## config.mk

```make
export PLATFORM = sky130hd
export DESIGN_NAME = pgt_top
export DESIGN_NICKNAME = d
export VERILOG_FILES = /design/src/hdl/pgt_gen.v /design/src/hdl/pgt_top.v
export VERILOG_INCLUDE_DIRS = /design/src /design/src/hdl
export SDC_FILE = /design/constraint.sdc
export NUM_CORES = 1
export LEC_CHECK = 0
export BUFFER_PORTS_ARGS = -buffer_cell sky130_fd_sc_hd__buf_2
export CAP_MARGIN = 15
export CORE_UTILIZATION = 35
export DETAILED_ROUTE_END_ITERATION = 12
export PLACE_DENSITY_LB_ADDON = 0.2
export SLEW_MARGIN = 15
export SYNTH_ARGS = -nofsm -noshare
export SYNTH_HDL_FRONTEND = slang
export SYNTH_HIERARCHICAL = 1
export SYNTH_SLANG_ARGS = --single-unit
```

## constraint.sdc

```tcl
create_clock -name clk -period 3.02 [get_ports clk]
set_input_delay 0.302 -clock clk [delete_from_list [all_inputs] [get_ports clk]]
set_output_delay 0.302 -clock clk [all_outputs]
set_load 0.01 [all_outputs]
```

## src/hdl/pgt_defines.vh

```
/*
 * Register map, field positions, reset values and time-base counts for
 * the pulse generator timing block.
 * Assumes: included by bare name from the design files under hdl/.
 */
`ifndef PGT_DEFINES_VH
`define PGT_DEFINES_VH

// register offsets
`define PGT_OFS_GEN1_DELAY      8'h2f
`define PGT_OFS_GEN1_PERIOD     8'h30
`define PGT_OFS_GEN1_ON_TIME    8'h31
`define PGT_OFS_GEN2_DELAY      8'h32
`define PGT_OFS_GEN2_PERIOD     8'h33
`define PGT_OFS_GEN2_ON_TIME    8'h34
`define PGT_OFS_CONFIG          8'h35
`define PGT_OFS_STATUS          8'h40

// configuration register fields
`define PGT_CFG_GEN1_INVERT     7
`define PGT_CFG_GEN1_ON_SEL     6
`define PGT_CFG_GEN1_PRD_SEL    5
`define PGT_CFG_GEN1_ENABLE     4
`define PGT_CFG_GEN2_INVERT     3
`define PGT_CFG_GEN2_ON_SEL     2
`define PGT_CFG_GEN2_PRD_SEL    1
`define PGT_CFG_GEN2_ENABLE     0

// status register fields
`define PGT_STS_GEN1_OUT        0
`define PGT_STS_GEN2_OUT        1
`define PGT_STS_GEN1_RUN        2
`define PGT_STS_GEN2_RUN        3

// reset values
`define PGT_RST_COUNT           8'h00
`define PGT_RST_CONFIG          8'h00

// time bases
`define PGT_CLK_PERIOD_NS       40
`define PGT_TICK_FAST_MS        1
`define PGT_TICK_SLOW_MS        125
`define PGT_NS_PER_MS           1000000
`define PGT_TICK_FAST_CYCLES \
	(`PGT_TICK_FAST_MS * `PGT_NS_PER_MS / `PGT_CLK_PERIOD_NS)
`define PGT_SLOW_PER_FAST       (`PGT_TICK_SLOW_MS / `PGT_TICK_FAST_MS)

`endif

```

## src/hdl/pgt_gen.v

```verilog
/*
 * One pulse generator: initial delay, then a repeating period with an
 * on phase of programmable length.
 * Assumes: tick_fast and tick_slow are one-cycle pulses on clk, and
 * tick_slow only ever coincides with a tick_fast.
 */
`timescale 1ns/100ps
`include "pgt_defines.vh"

module pgt_gen (
	// clock and reset
	input  wire       clk,
	input  wire       srst,
	// time bases
	input  wire       tick_fast,
	input  wire       tick_slow,
	// configuration
	input  wire       run_enable,
	input  wire       invert,
	input  wire       on_sel,
	input  wire       prd_sel,
	input  wire [7:0] delay_count,
	input  wire [7:0] period_count,
	input  wire [7:0] on_count,
	// result
	output reg        pulse_out,
	output wire       running
);

	localparam [1:0] ST_IDLE  = 2'b00;
	localparam [1:0] ST_DELAY = 2'b01;
	localparam [1:0] ST_RUN   = 2'b10;

	reg [1:0] state;
	reg [7:0] delay_left;
	reg [7:0] prd_left;
	reg [7:0] on_left;
	reg [7:0] prd_len;

	wire on_tick;
	wire prd_tick;
	wire on_phase;

	// 0 picks the 1 ms tick, 1 the 125 ms tick
	function tick_pick;
		input sel;
		input fast;
		input slow;
		begin
			tick_pick = sel ? slow : fast;
		end
	endfunction

	assign on_tick  = tick_pick(on_sel, tick_fast, tick_slow);
	assign prd_tick = tick_pick(prd_sel, tick_fast, tick_slow);
	assign running  = (state == ST_RUN);
	// a zero period is zero length, so it also clips the on phase
	assign on_phase = running && (on_left != 8'h00) &&
		(prd_len != 8'h00);

	// sequencer: delay counted in period ticks, then period after period;
	// counts are reloaded at each period start so writes land cleanly
	always @(posedge clk) begin
		if (srst || !run_enable) begin
			state      <= ST_IDLE;
			delay_left <= 8'h00;
			prd_left   <= 8'h00;
			on_left    <= 8'h00;
			prd_len    <= 8'h00;
		end else begin
			case (state)
			ST_IDLE: begin
				delay_left <= delay_count;
				state      <= ST_DELAY;
			end
			ST_DELAY: begin
				if (prd_tick) begin
					if (delay_left == 8'h00) begin
						state    <= ST_RUN;
						prd_left <= period_count;
						prd_len  <= period_count;
						on_left  <= on_count;
					end else begin
						delay_left <= delay_left - 8'h01;
					end
				end
			end
			ST_RUN: begin
				if (prd_tick && prd_left <= 8'h01) begin
					prd_left <= period_count;
					prd_len  <= period_count;
					on_left  <= on_count;
				end else begin
					if (prd_tick)
						prd_left <= prd_left - 8'h01;
					if (on_tick && on_left != 8'h00)
						on_left <= on_left - 8'h01;
				end
			end
			default: begin
				state <= ST_IDLE;
			end
			endcase
		end
	end

	// output level: off level is the inverted sense of on
	always @(posedge clk) begin
		if (srst)
			pulse_out <= 1'b0;
		else
			pulse_out <= invert ^ on_phase;
	end

endmodule // pgt_gen

```

## src/hdl/pgt_top.v

```verilog
/*
 * Timing registers and time bases for two pulse generators, with a
 * simple register port and the two generator outputs.
 * Assumes: a single 25 MHz clock, synchronous active-high reset, and a
 * master that uses one-cycle read and write strobes.
 */
// Strobed register access was chosen for this implementation.
// Contract
// - gen1 on-time is 8-bit RW count
// - gen1 on-time counts its selected tick
// - gen2 delay waits from first tick
// - gen2 delay counts period-base ticks
// - gen2 period is count times tick
// - gen2 on-time is count times tick
// - per-generator on and period tick selects
// - disabled generator holds its off level
`timescale 1ns/100ps
`include "pgt_defines.vh"

module pgt_top #(
	parameter [23:0] TICK_FAST_CYCLES = `PGT_TICK_FAST_CYCLES,
	parameter [7:0]  SLOW_PER_FAST    = `PGT_SLOW_PER_FAST
) (
	// clock and reset
	input  wire       clk,
	input  wire       srst,
	// register port
	input  wire [7:0] reg_addr,
	input  wire [7:0] reg_wdata,
	input  wire       reg_wr,
	input  wire       reg_rd,
	output reg  [7:0] reg_rdata,
	// generator outputs
	output wire       gen1_out,
	output wire       gen2_out
);

	// timing registers
	reg [7:0] gen1_delay_count;
	reg [7:0] gen1_period_count;
	reg [7:0] gen1_on_time_count;
	reg [7:0] gen2_initial_delay_count;
	reg [7:0] gen2_period_count;
	reg [7:0] gen2_on_time_count;
	reg [7:0] config_bits;

	// time base state
	reg [23:0] fast_cnt;
	reg [7:0]  slow_cnt;
	reg        tick_fast;
	reg        tick_slow;

	// decoded configuration
	wire gen1_invert;
	wire gen1_on_tick_select;
	wire gen1_period_tick_select;
	wire gen1_run_enable;
	wire gen2_invert;
	wire gen2_on_tick_select;
	wire gen2_period_tick_select;
	wire gen2_run_enable;
	wire gen1_running;
	wire gen2_running;
	wire [7:0] status_bits;
	reg  [7:0] next_rdata;

	assign gen1_invert             = config_bits[`PGT_CFG_GEN1_INVERT];
	assign gen1_on_tick_select     = config_bits[`PGT_CFG_GEN1_ON_SEL];
	assign gen1_period_tick_select = config_bits[`PGT_CFG_GEN1_PRD_SEL];
	assign gen1_run_enable         = config_bits[`PGT_CFG_GEN1_ENABLE];
	assign gen2_invert             = config_bits[`PGT_CFG_GEN2_INVERT];
	assign gen2_on_tick_select     = config_bits[`PGT_CFG_GEN2_ON_SEL];
	assign gen2_period_tick_select = config_bits[`PGT_CFG_GEN2_PRD_SEL];
	assign gen2_run_enable         = config_bits[`PGT_CFG_GEN2_ENABLE];

	// live state seen by software
	assign status_bits = {4'h0, gen2_running, gen1_running,
		gen2_out, gen1_out};

	// register writes; slow-on with fast-period is not checked here, the
	// generator still runs but on_left reloads at each period start, restarting the on phase
	always @(posedge clk) begin
		if (srst) begin
			gen1_delay_count         <= `PGT_RST_COUNT;
			gen1_period_count        <= `PGT_RST_COUNT;
			gen1_on_time_count       <= `PGT_RST_COUNT;
			gen2_initial_delay_count <= `PGT_RST_COUNT;
			gen2_period_count        <= `PGT_RST_COUNT;
			gen2_on_time_count       <= `PGT_RST_COUNT;
			config_bits              <= `PGT_RST_CONFIG;
		end else if (reg_wr) begin
			case (reg_addr)
			`PGT_OFS_GEN1_DELAY: begin
				gen1_delay_count <= reg_wdata;
			end
			`PGT_OFS_GEN1_PERIOD: begin
				gen1_period_count <= reg_wdata;
			end
			`PGT_OFS_GEN1_ON_TIME: begin
				gen1_on_time_count <= reg_wdata;
			end
			`PGT_OFS_GEN2_DELAY: begin
				gen2_initial_delay_count <= reg_wdata;
			end
			`PGT_OFS_GEN2_PERIOD: begin
				gen2_period_count <= reg_wdata;
			end
			`PGT_OFS_GEN2_ON_TIME: begin
				gen2_on_time_count <= reg_wdata;
			end
			`PGT_OFS_CONFIG: begin
				config_bits <= reg_wdata;
			end
			default: begin
				config_bits <= config_bits;
			end
			endcase
		end
	end

	// read mux; unmapped and read-only-elsewhere addresses answer zero
	always @* begin
		next_rdata = 8'h00;
		if (reg_rd) begin
			case (reg_addr)
			`PGT_OFS_GEN1_DELAY:   next_rdata = gen1_delay_count;
			`PGT_OFS_GEN1_PERIOD:  next_rdata = gen1_period_count;
			`PGT_OFS_GEN1_ON_TIME: next_rdata = gen1_on_time_count;
			`PGT_OFS_GEN2_DELAY:   next_rdata = gen2_initial_delay_count;
			`PGT_OFS_GEN2_PERIOD:  next_rdata = gen2_period_count;
			`PGT_OFS_GEN2_ON_TIME: next_rdata = gen2_on_time_count;
			`PGT_OFS_CONFIG:       next_rdata = config_bits;
			`PGT_OFS_STATUS:       next_rdata = status_bits;
			default:               next_rdata = 8'h00;
			endcase
		end
	end

	// read data stands only in the cycle after the strobe
	always @(posedge clk) begin
		if (srst)
			reg_rdata <= 8'h00;
		else
			reg_rdata <= next_rdata;
	end

	// 1 ms time base; free running so both generators share one phase
	always @(posedge clk) begin
		if (srst) begin
			fast_cnt  <= 24'h000000;
			tick_fast <= 1'b0;
		end else if (fast_cnt >= TICK_FAST_CYCLES - 24'h000001) begin
			fast_cnt  <= 24'h000000;
			tick_fast <= 1'b1;
		end else begin
			fast_cnt  <= fast_cnt + 24'h000001;
			tick_fast <= 1'b0;
		end
	end

	// 125 ms time base, built from whole 1 ms ticks so both stay aligned
	always @(posedge clk) begin
		if (srst) begin
			slow_cnt  <= 8'h00;
			tick_slow <= 1'b0;
		end else if (fast_cnt >= TICK_FAST_CYCLES - 24'h000001) begin
			if (slow_cnt >= SLOW_PER_FAST - 8'h01) begin
				slow_cnt  <= 8'h00;
				tick_slow <= 1'b1;
			end else begin
				slow_cnt  <= slow_cnt + 8'h01;
				tick_slow <= 1'b0;
			end
		end else begin
			tick_slow <= 1'b0;
		end
	end

	// generator 1
	pgt_gen u_gen1 (
		.clk          (clk),
		.srst         (srst),
		.tick_fast    (tick_fast),
		.tick_slow    (tick_slow),
		.run_enable   (gen1_run_enable),
		.invert       (gen1_invert),
		.on_sel       (gen1_on_tick_select),
		.prd_sel      (gen1_period_tick_select),
		.delay_count  (gen1_delay_count),
		.period_count (gen1_period_count),
		.on_count     (gen1_on_time_count),
		.pulse_out    (gen1_out),
		.running      (gen1_running)
	);

	// generator 2
	pgt_gen u_gen2 (
		.clk          (clk),
		.srst         (srst),
		.tick_fast    (tick_fast),
		.tick_slow    (tick_slow),
		.run_enable   (gen2_run_enable),
		.invert       (gen2_invert),
		.on_sel       (gen2_on_tick_select),
		.prd_sel      (gen2_period_tick_select),
		.delay_count  (gen2_initial_delay_count),
		.period_count (gen2_period_count),
		.on_count     (gen2_on_time_count),
		.pulse_out    (gen2_out),
		.running      (gen2_running)
	);

endmodule // pgt_top

```

==> results.tsv, run 1 <==
stage	metric	value	unit
outcome	status	finished, final reports clean	
placement	dpl-instance-area	8776	sq um
synth	synth-seq-cells	168	
cts	cts-resized-gates	0	
cts	cts_made_buffers	17	
floorplanning	fp.dieArea	24060	sq um
worst_hold_path	worst_hold_path.num_cells	3	
placement	io_buffers	29	
detailed_routing	avgViaCountPerCell	5.444	
detailed_routing	initialDrtViolationCount	669	
placement	place_congestion	0.8849	
floorplanning	start_util	35.91	%
cells_and_area	areaGrowthSynthToFinish	14.29	%
floorplanning	design.portCount	30	
global_routing	grt_remaining_overflow	0	
global_routing	number_of_antenna_violations_at_the_first_check_in_global_routing	1	
placement	dp.final_hpwl	16180	um
global_routing	global_route_wire_length_before_repair	36950	um
setup_path	crit-reg2reg-capture	u_gen1/prd_left[5]	
synth	post_synth_main_area_contributors	sky130_fd_sc_hd__dfxtp_1 41%, sky130_fd_sc_hd__nand2_1 5.8%, sky130_fd_sc_hd__nand3_1 4.8%, sky130_fd_sc_hd__a21oi_1 4.0%, sky130_fd_sc_hd__mux2i_1 3.8%	
synth	post_synth_num_cell_types	69	
timing	fin_hold_ws	0.2378	ns
detailed_routing	drc_errors	0	
setup_path	critical_path_peak_fanout	11	
detailed_routing	drt_wl_total	23050	um
setup_path	critical_path.slowest_cell	sky130_fd_sc_hd__a41oi_1	
setup_path	regToRegStartpoint	config_bits[5]	
flow_run	timing.max_cap.violations	0	
cells_and_area	nets	1040	
cells_and_area	finalInstanceArea	9376	sq um
detailed_routing	post_drt_wl_per_cell	17.42	um
synth	ys_warns	6	
cts	hold_buffers	0	
setup_path	cp.arrival	2.76	ns
synth	synth_enable_flop_cells	0	
timing	grt_setup_unrepaired	false	
timing	slew_headroom	41.22	%
setup_path	reg2regPathDepth	6	
setup_path	critical_path.n_buffers_inverters	1	
power_and_ir_drop	total_power	4.600	mW
power_and_ir_drop	p_per_area	490.6	nW/um^2
floorplanning	die_width	155.1	um
synth	post_synth.cell_area_avg	8.467	sq um
setup_path	cp-startpoint	config_bits[5]	
power_and_ir_drop	peakVddDrop	0.3334	mV
timing	clock_skew	0.01681	ns
timing	worst_pin_slew	0.8776	ns
timing	max_clock_freq	410.6	MHz
synth	synthesis.instances	969	
cells_and_area	most_frequent_standard_cell_in_the_layout_excluding_fill_and_tap_cells	sky130_fd_sc_hd__dfxtp_1	
cells_and_area	antenna_cells	0	
timing	final_period_minus_worst_setup_slack	2.435	ns
synth	ys_seq_area_share	40.99	%
cells_and_area	final_cell_mix	168 x sky130_fd_sc_hd__dfxtp_1, 127 x sky130_fd_sc_hd__nand2_1, 79 x sky130_fd_sc_hd__nand3_1, 75 x sky130_fd_sc_hd__nor2_1, 66 x sky130_fd_sc_hd__a21oi_1	
cts	insertion_delay	0.43	ns
timing	timing.final.setup_violations	0	
setup_path	crit_path_end_kind	flip-flop	
setup_path	timing.reg2reg.setup_slack	0.58	ns
detailed_routing	ant_nets	0	
synth	synth_area_leader_cell	sky130_fd_sc_hd__dfxtp_1	
synth	post_syn_area	8204	sq um
cts	root_buffer	sky130_fd_sc_hd__clkbuf_16	
setup_path	worst_setup_path_start_kind	flip-flop	
timing	min_period_over_period	80.64	%
setup_path	crit_path_max_incr_delay	0.72	ns
setup_path	worst-setup-path-type	reg2reg	
cts	cts_htree_levels	4	
worst_hold_path	hp-start	reg_wdata[4]	
cells_and_area	layout-drive-gt1-share	12.48	%
synth	yosys.area.top_type_share	40.99	%
detailed_routing	vias	7203	
floorplanning	core_area	22850	sq um
cts	clkSlewWorstSetupHoldPaths	0.07	ns
timing	setup-tns-final	0	ns
floorplanning	row_count	55	
detailed_routing	drt_first_pass_iters	5	
timing	finalHoldViolations	0	
cts	tritoncts	done	
power_and_ir_drop	power_leakage	3.321	nW
synth	asyncSetResetFlopFracSynth	0	%
global_routing	groute.usage.overall	19.80	%
global_routing	via_count_of_the_first_global_routing_pass	6643	
timing	timing_max_transition_violations_final	0	
synth	primary_flip_flop_cell_chosen_by_synthesis_mapping	sky130_fd_sc_hd__dfxtp_1	
setup_path	timing.critical_path.required	3.34	ns
setup_path	crit_family	compound AO/OA/AOI/OAI gates	
floorplanning	die_height	155.1	um
worst_hold_path	hold_path_end	gen1_delay_count[4]	
cts	cts.sink_count	168	
cts	post-cts-setup-buffers	0	
global_routing	maximum_number_of_pins_on_one_net_before_global_route_repair	34	
cts	cts_max_path_buffers	2	
setup_path	worstPathCellList	mux2_2, a41oi_1, a21oi_1, buf_4, and2_1, a32o_1	
worst_hold_path	timing.hold.worst.class	in2reg	
report_power, final:
part / internal (mW) / switching (mW) / leakage [nW]
Sequential: 2.23 / 0.00808 / 1.36
Clock: 1.26 / 0.981 / 0.295
Combinational: 0.0325 / 0.0893 / 1.67
Total: 3.52 / 1.08 / 3.32
metrics by stage:
step | utilization [%] | instances | setup WS [ns]
detailed placement | 38.41 | 1291 | 0.6535
CTS | 41.04 | 1323 | 0.6413
global route | 41.04 | 1323 | 0.2861
global placement | 38.41 | 1291 | 0.6091
floorplan | - | 977 | 1.031
finish | 41.04 | 1323 | 0.5847
cell type report:
cell class / count / area [sq um]
clock buffers: 18 / 439.2
clock inverters: 14 / 161.4
fillers: 2351 / 13470
inverters: 29 / 108.9
multi-input cells: 724 / 4557
flip-flops and latches: 168 / 3363
well taps: 313 / 391.6
repair buffers: 57 / 355.3
synth_stat cells, drive strengths merged, types with 6 or more instances:
| cell type | number |
|---|---|
| xnor2 | 11 |
| or3 | 11 |
| mux2i | 31 |
| nor2b | 7 |
| nand3 | 81 |
| nor3 | 18 |
| a222oi | 8 |
| a211oi | 11 |
| a21oi | 68 |
| o211ai | 7 |
| mux2 | 9 |
| and2 | 6 |
| ha | 23 |
| or4b | 6 |
| clkbuf | 32 |
| o41ai | 8 |
| xor2 | 9 |
| a32o | 14 |
| a32oi | 6 |
| nand4 | 10 |
| o31ai | 7 |
| nor3b | 6 |
| o21ai | 41 |
| nor2 | 76 |
| dfxtp | 168 |
| inv | 29 |
| buf | 24 |
| nand2 | 127 |
| nor4 | 15 |
| nand2b | 13 |
| a31oi | 19 |
sequential cells by signal (all words and copies together), names as in the netlist, 2 cells and up:
| register | count |
|---|---|
| u_gen2/delay_left | 8 |
| u_gen1/state | 2 |
| gen1_period_count | 8 |
| gen2_period_count | 8 |
| u_gen2/prd_len | 8 |
| gen1_on_time_count | 8 |
| fast_cnt | 24 |
| gen2_on_time_count | 8 |
| config_bits | 8 |
| u_gen2/prd_left | 8 |
| gen1_delay_count | 8 |
| u_gen1/prd_left | 8 |
| reg_rdata | 8 |
| gen2_initial_delay_count | 8 |
| u_gen2/state | 2 |
| u_gen2/on_left | 8 |
| u_gen1/prd_len | 8 |
| u_gen1/on_left | 8 |
| u_gen1/delay_left | 8 |
| slow_cnt | 8 |
worst max-delay path by stage:
stage	end	slack [ns]	cells past startpoint
after floorplan	u_gen1/prd_left[2]	1.03	8
after global placement	u_gen1/prd_left[3]	0.61	6
after detailed placement	u_gen1/prd_left[5]	0.65	6
after CTS	u_gen1/prd_left[5]	0.64	6
after global routing	u_gen2/delay_left[7]	0.29	7
final	u_gen1/prd_left[5]	0.58	6
metal layers:
metal | wire length (um) | vias to the layer above | share of wire (%) | GRT usage, %
li1 | - | 3592 | - | -
met1 | 11140 | 3410 | 48 | 27.20
met2 | 10380 | 181 | 45 | 31.38
met3 | 1316 | 18 | 5.7 | 4.457
met4 | 197 | 2 | 0.85 | 4.668
met5 | 8 | - | 0.035 | 0
tightest hold or removal path, cell delays in order:
cell and delay, ns:
sky130_fd_sc_hd__buf_2 0.18, sky130_fd_sc_hd__nand3_1 0.09, sky130_fd_sc_hd__a21oi_1 0.05
cells by family (layout without fill, tap and decap cells):
logic type	count (synthesis)	count (layout)	synth area share [%]
xor+xnor	20	20	2.135
buf+inv	85	118	4.240
flops	168	168	40.99
fa+ha+maj	23	23	3.508
simple gates	395	395	24.26
mux	40	40	5.018
compound gates	237	237	19.80
other cells	1	9	0.04571
No activity file was read; power rests on OpenSTA's default activity.
==> inputs of run 2 (changes only) <==
Clock period 3.02 ns to 2.1 ns, I/O delays scaled along.
==> results.tsv, run 2 (synthesis results as in run 1) <==
stage	metric	value	unit	change
setup_path	timing.critical_path.mode_cell	sky130_fd_sc_hd__buf_4		
setup_path	cp.arrival	2.39	ns	was 2.76 ns
timing	timing_max_transition_violations_final	0		unchanged
outcome	status	finished, final reports clean		unchanged
cts	tritoncts	done		unchanged
global_routing	groute.usage.overall	19.72	%	was 19.80%
cells_and_area	final_cell_mix	166 x sky130_fd_sc_hd__dfxtp_1, 126 x sky130_fd_sc_hd__nand2_1, 79 x sky130_fd_sc_hd__nand3_1, 73 x sky130_fd_sc_hd__nor2_1, 72 x sky130_fd_sc_hd__buf_4		was 168 x sky130_fd_sc_hd__dfxtp_1, 127 x sky130_fd_sc_hd__nand2_1, 79 x sky130_fd_sc_hd__nand3_1, 75 x sky130_fd_sc_hd__nor2_1, 66 x sky130_fd_sc_hd__a21oi_1
cts	clkSlewWorstSetupHoldPaths	0.07	ns	about the same
detailed_routing	initialDrtViolationCount	610		was 669
detailed_routing	post_drt_wl_per_cell	16.68	um	was 17.42 um
cells_and_area	layoutNonFillerInstCount	1369		was 1323
detailed_routing	dr_wl_met3	1232	um	was 1316 um
setup_path	critical_path.slowest_cell	sky130_fd_sc_hd__o41a_1		was sky130_fd_sc_hd__a41oi_1
timing	min_period_over_period	96.63	%	was 80.64%
floorplanning	core_area	22850	sq um	unchanged
timing	grt_setup_unrepaired	true		was false
cts	cts_htree_levels	4		unchanged
cells_and_area	nets	1086		was 1040
placement	dpl-instance-area	9126	sq um	was 8776 sq um
timing	worst_pin_slew	0.5725	ns	was 0.8776 ns
setup_path	worst-setup-path-type	reg2reg		unchanged
cts	root_buffer	sky130_fd_sc_hd__clkbuf_16		unchanged
flow_run	timing.max_cap.violations	0		unchanged
power_and_ir_drop	total_power	6.490	mW	was 4.600 mW
timing	max_clock_freq	492.8	MHz	was 410.6 MHz
cts	cts.sink_count	168		unchanged
cts	cts_max_path_buffers	2		unchanged
detailed_routing	ant_nets	0		unchanged
global_routing	grt_remaining_overflow	0		unchanged
setup_path	crit_path_end_kind	flip-flop		unchanged
cts	cts_made_buffers	17		unchanged
cts	insertion_delay	0.43	ns	about the same
setup_path	cp-startpoint	u_gen2/prd_left[5]		was config_bits[5]
cells_and_area	filler_cell_count	2251		was 2351
detailed_routing	drt_first_pass_iters	7		was 5
floorplanning	start_util	35.91	%	unchanged
cells_and_area	top_register	fast_cnt		unchanged
cells_and_area	final-seq-area	3366	sq um	was 3363 sq um
floorplanning	die_height	155.1	um	unchanged
timing	setup-tns-final	0	ns	unchanged
setup_path	crit_cells	7		was 6
cells_and_area	finish.utilization	42.67	%	was 41.04%
setup_path	crit_family	compound AO/OA/AOI/OAI gates		unchanged
power_and_ir_drop	p_per_area	665.7	nW/um^2	was 490.6 nW/um^2
setup_path	crit_path_end	u_gen2/prd_len[4]		was u_gen1/prd_left[5]
setup_path	worstPathCellList	or3_4, o41a_1, buf_4, a21oi_2, buf_4, nand3_1, o21ai_1		was mux2_2, a41oi_1, a21oi_1, buf_4, and2_1, a32o_1
cells_and_area	most_frequent_standard_cell_in_the_layout_excluding_fill_and_tap_cells	sky130_fd_sc_hd__dfxtp_1		unchanged
cells_and_area	largest_register_ffs	24		unchanged
setup_path	crit-reg2reg-capture	u_gen2/prd_len[4]		was u_gen1/prd_left[5]
timing	slew_headroom	61.84	%	was 41.22%
detailed_routing	top_signal_layer_used	met5		unchanged
floorplanning	fp.dieArea	24060	sq um	unchanged
setup_path	critical_path_peak_fanout	16		was 11
power_and_ir_drop	peakVddDrop	0.4381	mV	was 0.3334 mV
cells_and_area	multiInputGateArea	4596	sq um	was 4557 sq um
cells_and_area	layout-drive-gt1-share	17.33	%	was 12.48%
global_routing	number_of_antenna_violations_at_the_first_check_in_global_routing	1		unchanged
floorplanning	row_count	55		unchanged
power_and_ir_drop	power_leakage	3.535	nW	was 3.321 nW
detailed_routing	drt_wl_total	22840	um	was 23050 um
detailed_routing	vias	7329		was 7203
placement	dp.final_hpwl	16310	um	was 16180 um
setup_path	timing.reg2reg.setup_slack	0.07	ns	was 0.58 ns
global_routing	maximum_number_of_pins_on_one_net_before_global_route_repair	32		was 34
worst_hold_path	timing.hold.worst.class	in2reg		unchanged
setup_path	critical_path.n_buffers_inverters	2		was 1
placement	numPlacedInstances	1336		was 1291
timing	final_period_minus_worst_setup_slack	2.029	ns	was 2.435 ns
detailed_routing	drc_errors	0		unchanged
floorplanning	design.portCount	30		unchanged
cells_and_area	antenna_cells	0		unchanged
cts	hold_buffers	0		unchanged
global_routing	global_route_wire_length_before_repair	37050	um	was 36950 um
detailed_routing	met2RoutedLength	10110	um	was 10380 um
placement	io_buffers	29		unchanged
placement	place_congestion	0.8786		was 0.8849
timing	finalHoldViolations	0		unchanged
global_routing	via_count_of_the_first_global_routing_pass	6775		was 6643
setup_path	regToRegStartpoint	u_gen2/prd_left[5]		was config_bits[5]
setup_path	reg2regPathDepth	7		was 6
setup_path	timing.critical_path.required	2.46	ns	was 3.34 ns
setup_path	worst_setup_path_start_kind	flip-flop		unchanged
worst_hold_path	worst_hold_path.num_cells	3		unchanged
detailed_routing	avgViaCountPerCell	5.354		was 5.444
timing	clock_skew	0.01219	ns	was 0.01681 ns
detailed_routing	wl_met1	11310	um	was 11140 um
floorplanning	die_width	155.1	um	unchanged
timing	timing.final.setup_violations	0		unchanged
setup_path	crit_path_max_incr_delay	0.50	ns	was 0.72 ns
cells_and_area	finalInstanceArea	9749	sq um	was 9376 sq um
cells_and_area	areaGrowthSynthToFinish	18.83	%	was 14.29%
==> run 2: cell types whose count changed in the layout (fill, tap and decap cells not counted), sizes merged <==
cell / before / now
inv: 35 / 34
clkbuf: 18 / 17
bufinv: 2 / 1
clkinvlp: 1 / 4
buf: 57 / 103
==> run 2: per-stage QoR <==
step           hold slack, ns  setup slack, ns
6_report               0.1490          0.07083
4_1_cts                0.1254        0.0002784
2_1_floorplan          0.2824           0.1112
3_3_place_gp           0.4301          0.03812
3_5_place_dp           0.4406          0.02084
5_1_grt                0.1348        -0.008307
==> run 2: worst min-delay path by stage <==
stage | slack, ns | startpoint | end
after floorplan | 0.28 | srst | u_gen1/pulse_out
after global placement | 0.43 | fast_cnt[0] | fast_cnt[0]
after detailed placement | 0.44 | u_gen1/prd_len[4] | u_gen1/prd_len[4]
after CTS | 0.13 | reg_wdata[7] | config_bits[7]
after global routing | 0.13 | reg_wdata[7] | gen2_on_time_count[7]
final | 0.15 | reg_wdata[7] | gen2_initial_delay_count[7]
==> run 2: cell type report <==
class / instances / area share, %
Clock buffer: 17 / 4.363
Clock inverter: 15 / 1.489
Inverter: 29 / 1.117
Multi-Input combinational cell: 724 / 47.14
Sequential cell: 168 / 34.52
Tap cell: 313 / 4.017
Timing Repair Buffer: 103 / 7.354
==> run 2: power by group <==
| part | internal [mW] | switching [mW] |
|---|---|---|
| combinational | 0.0573 | 0.131 |
| sequential | 3.20 | 0.0119 |
| clock | 1.66 | 1.43 |
| total | 4.92 | 1.57 |
==> run 2: tightest hold or removal path, delay by kind of cell <==
kind | cells | cell delay (ns)
AND/OR/NAND/NOR | 1 | 0.09
AO/OA/AOI/OAI | 1 | 0.06
buffers and inverters | 1 | 0.17
==> run 2: what timing repair did <==
action / CTS / global route
setup buffers: 0 / 1
resized for setup: 0 / 12
endpoints found under the setup margin: 0 / 47
==> run 2: layer usage <==
metal  GRT usage [%]  up-vias
met5               0        -
met4           4.479        2
met3           3.928       14
met2           30.69      200
met1           27.92     3435
li1                -     3678
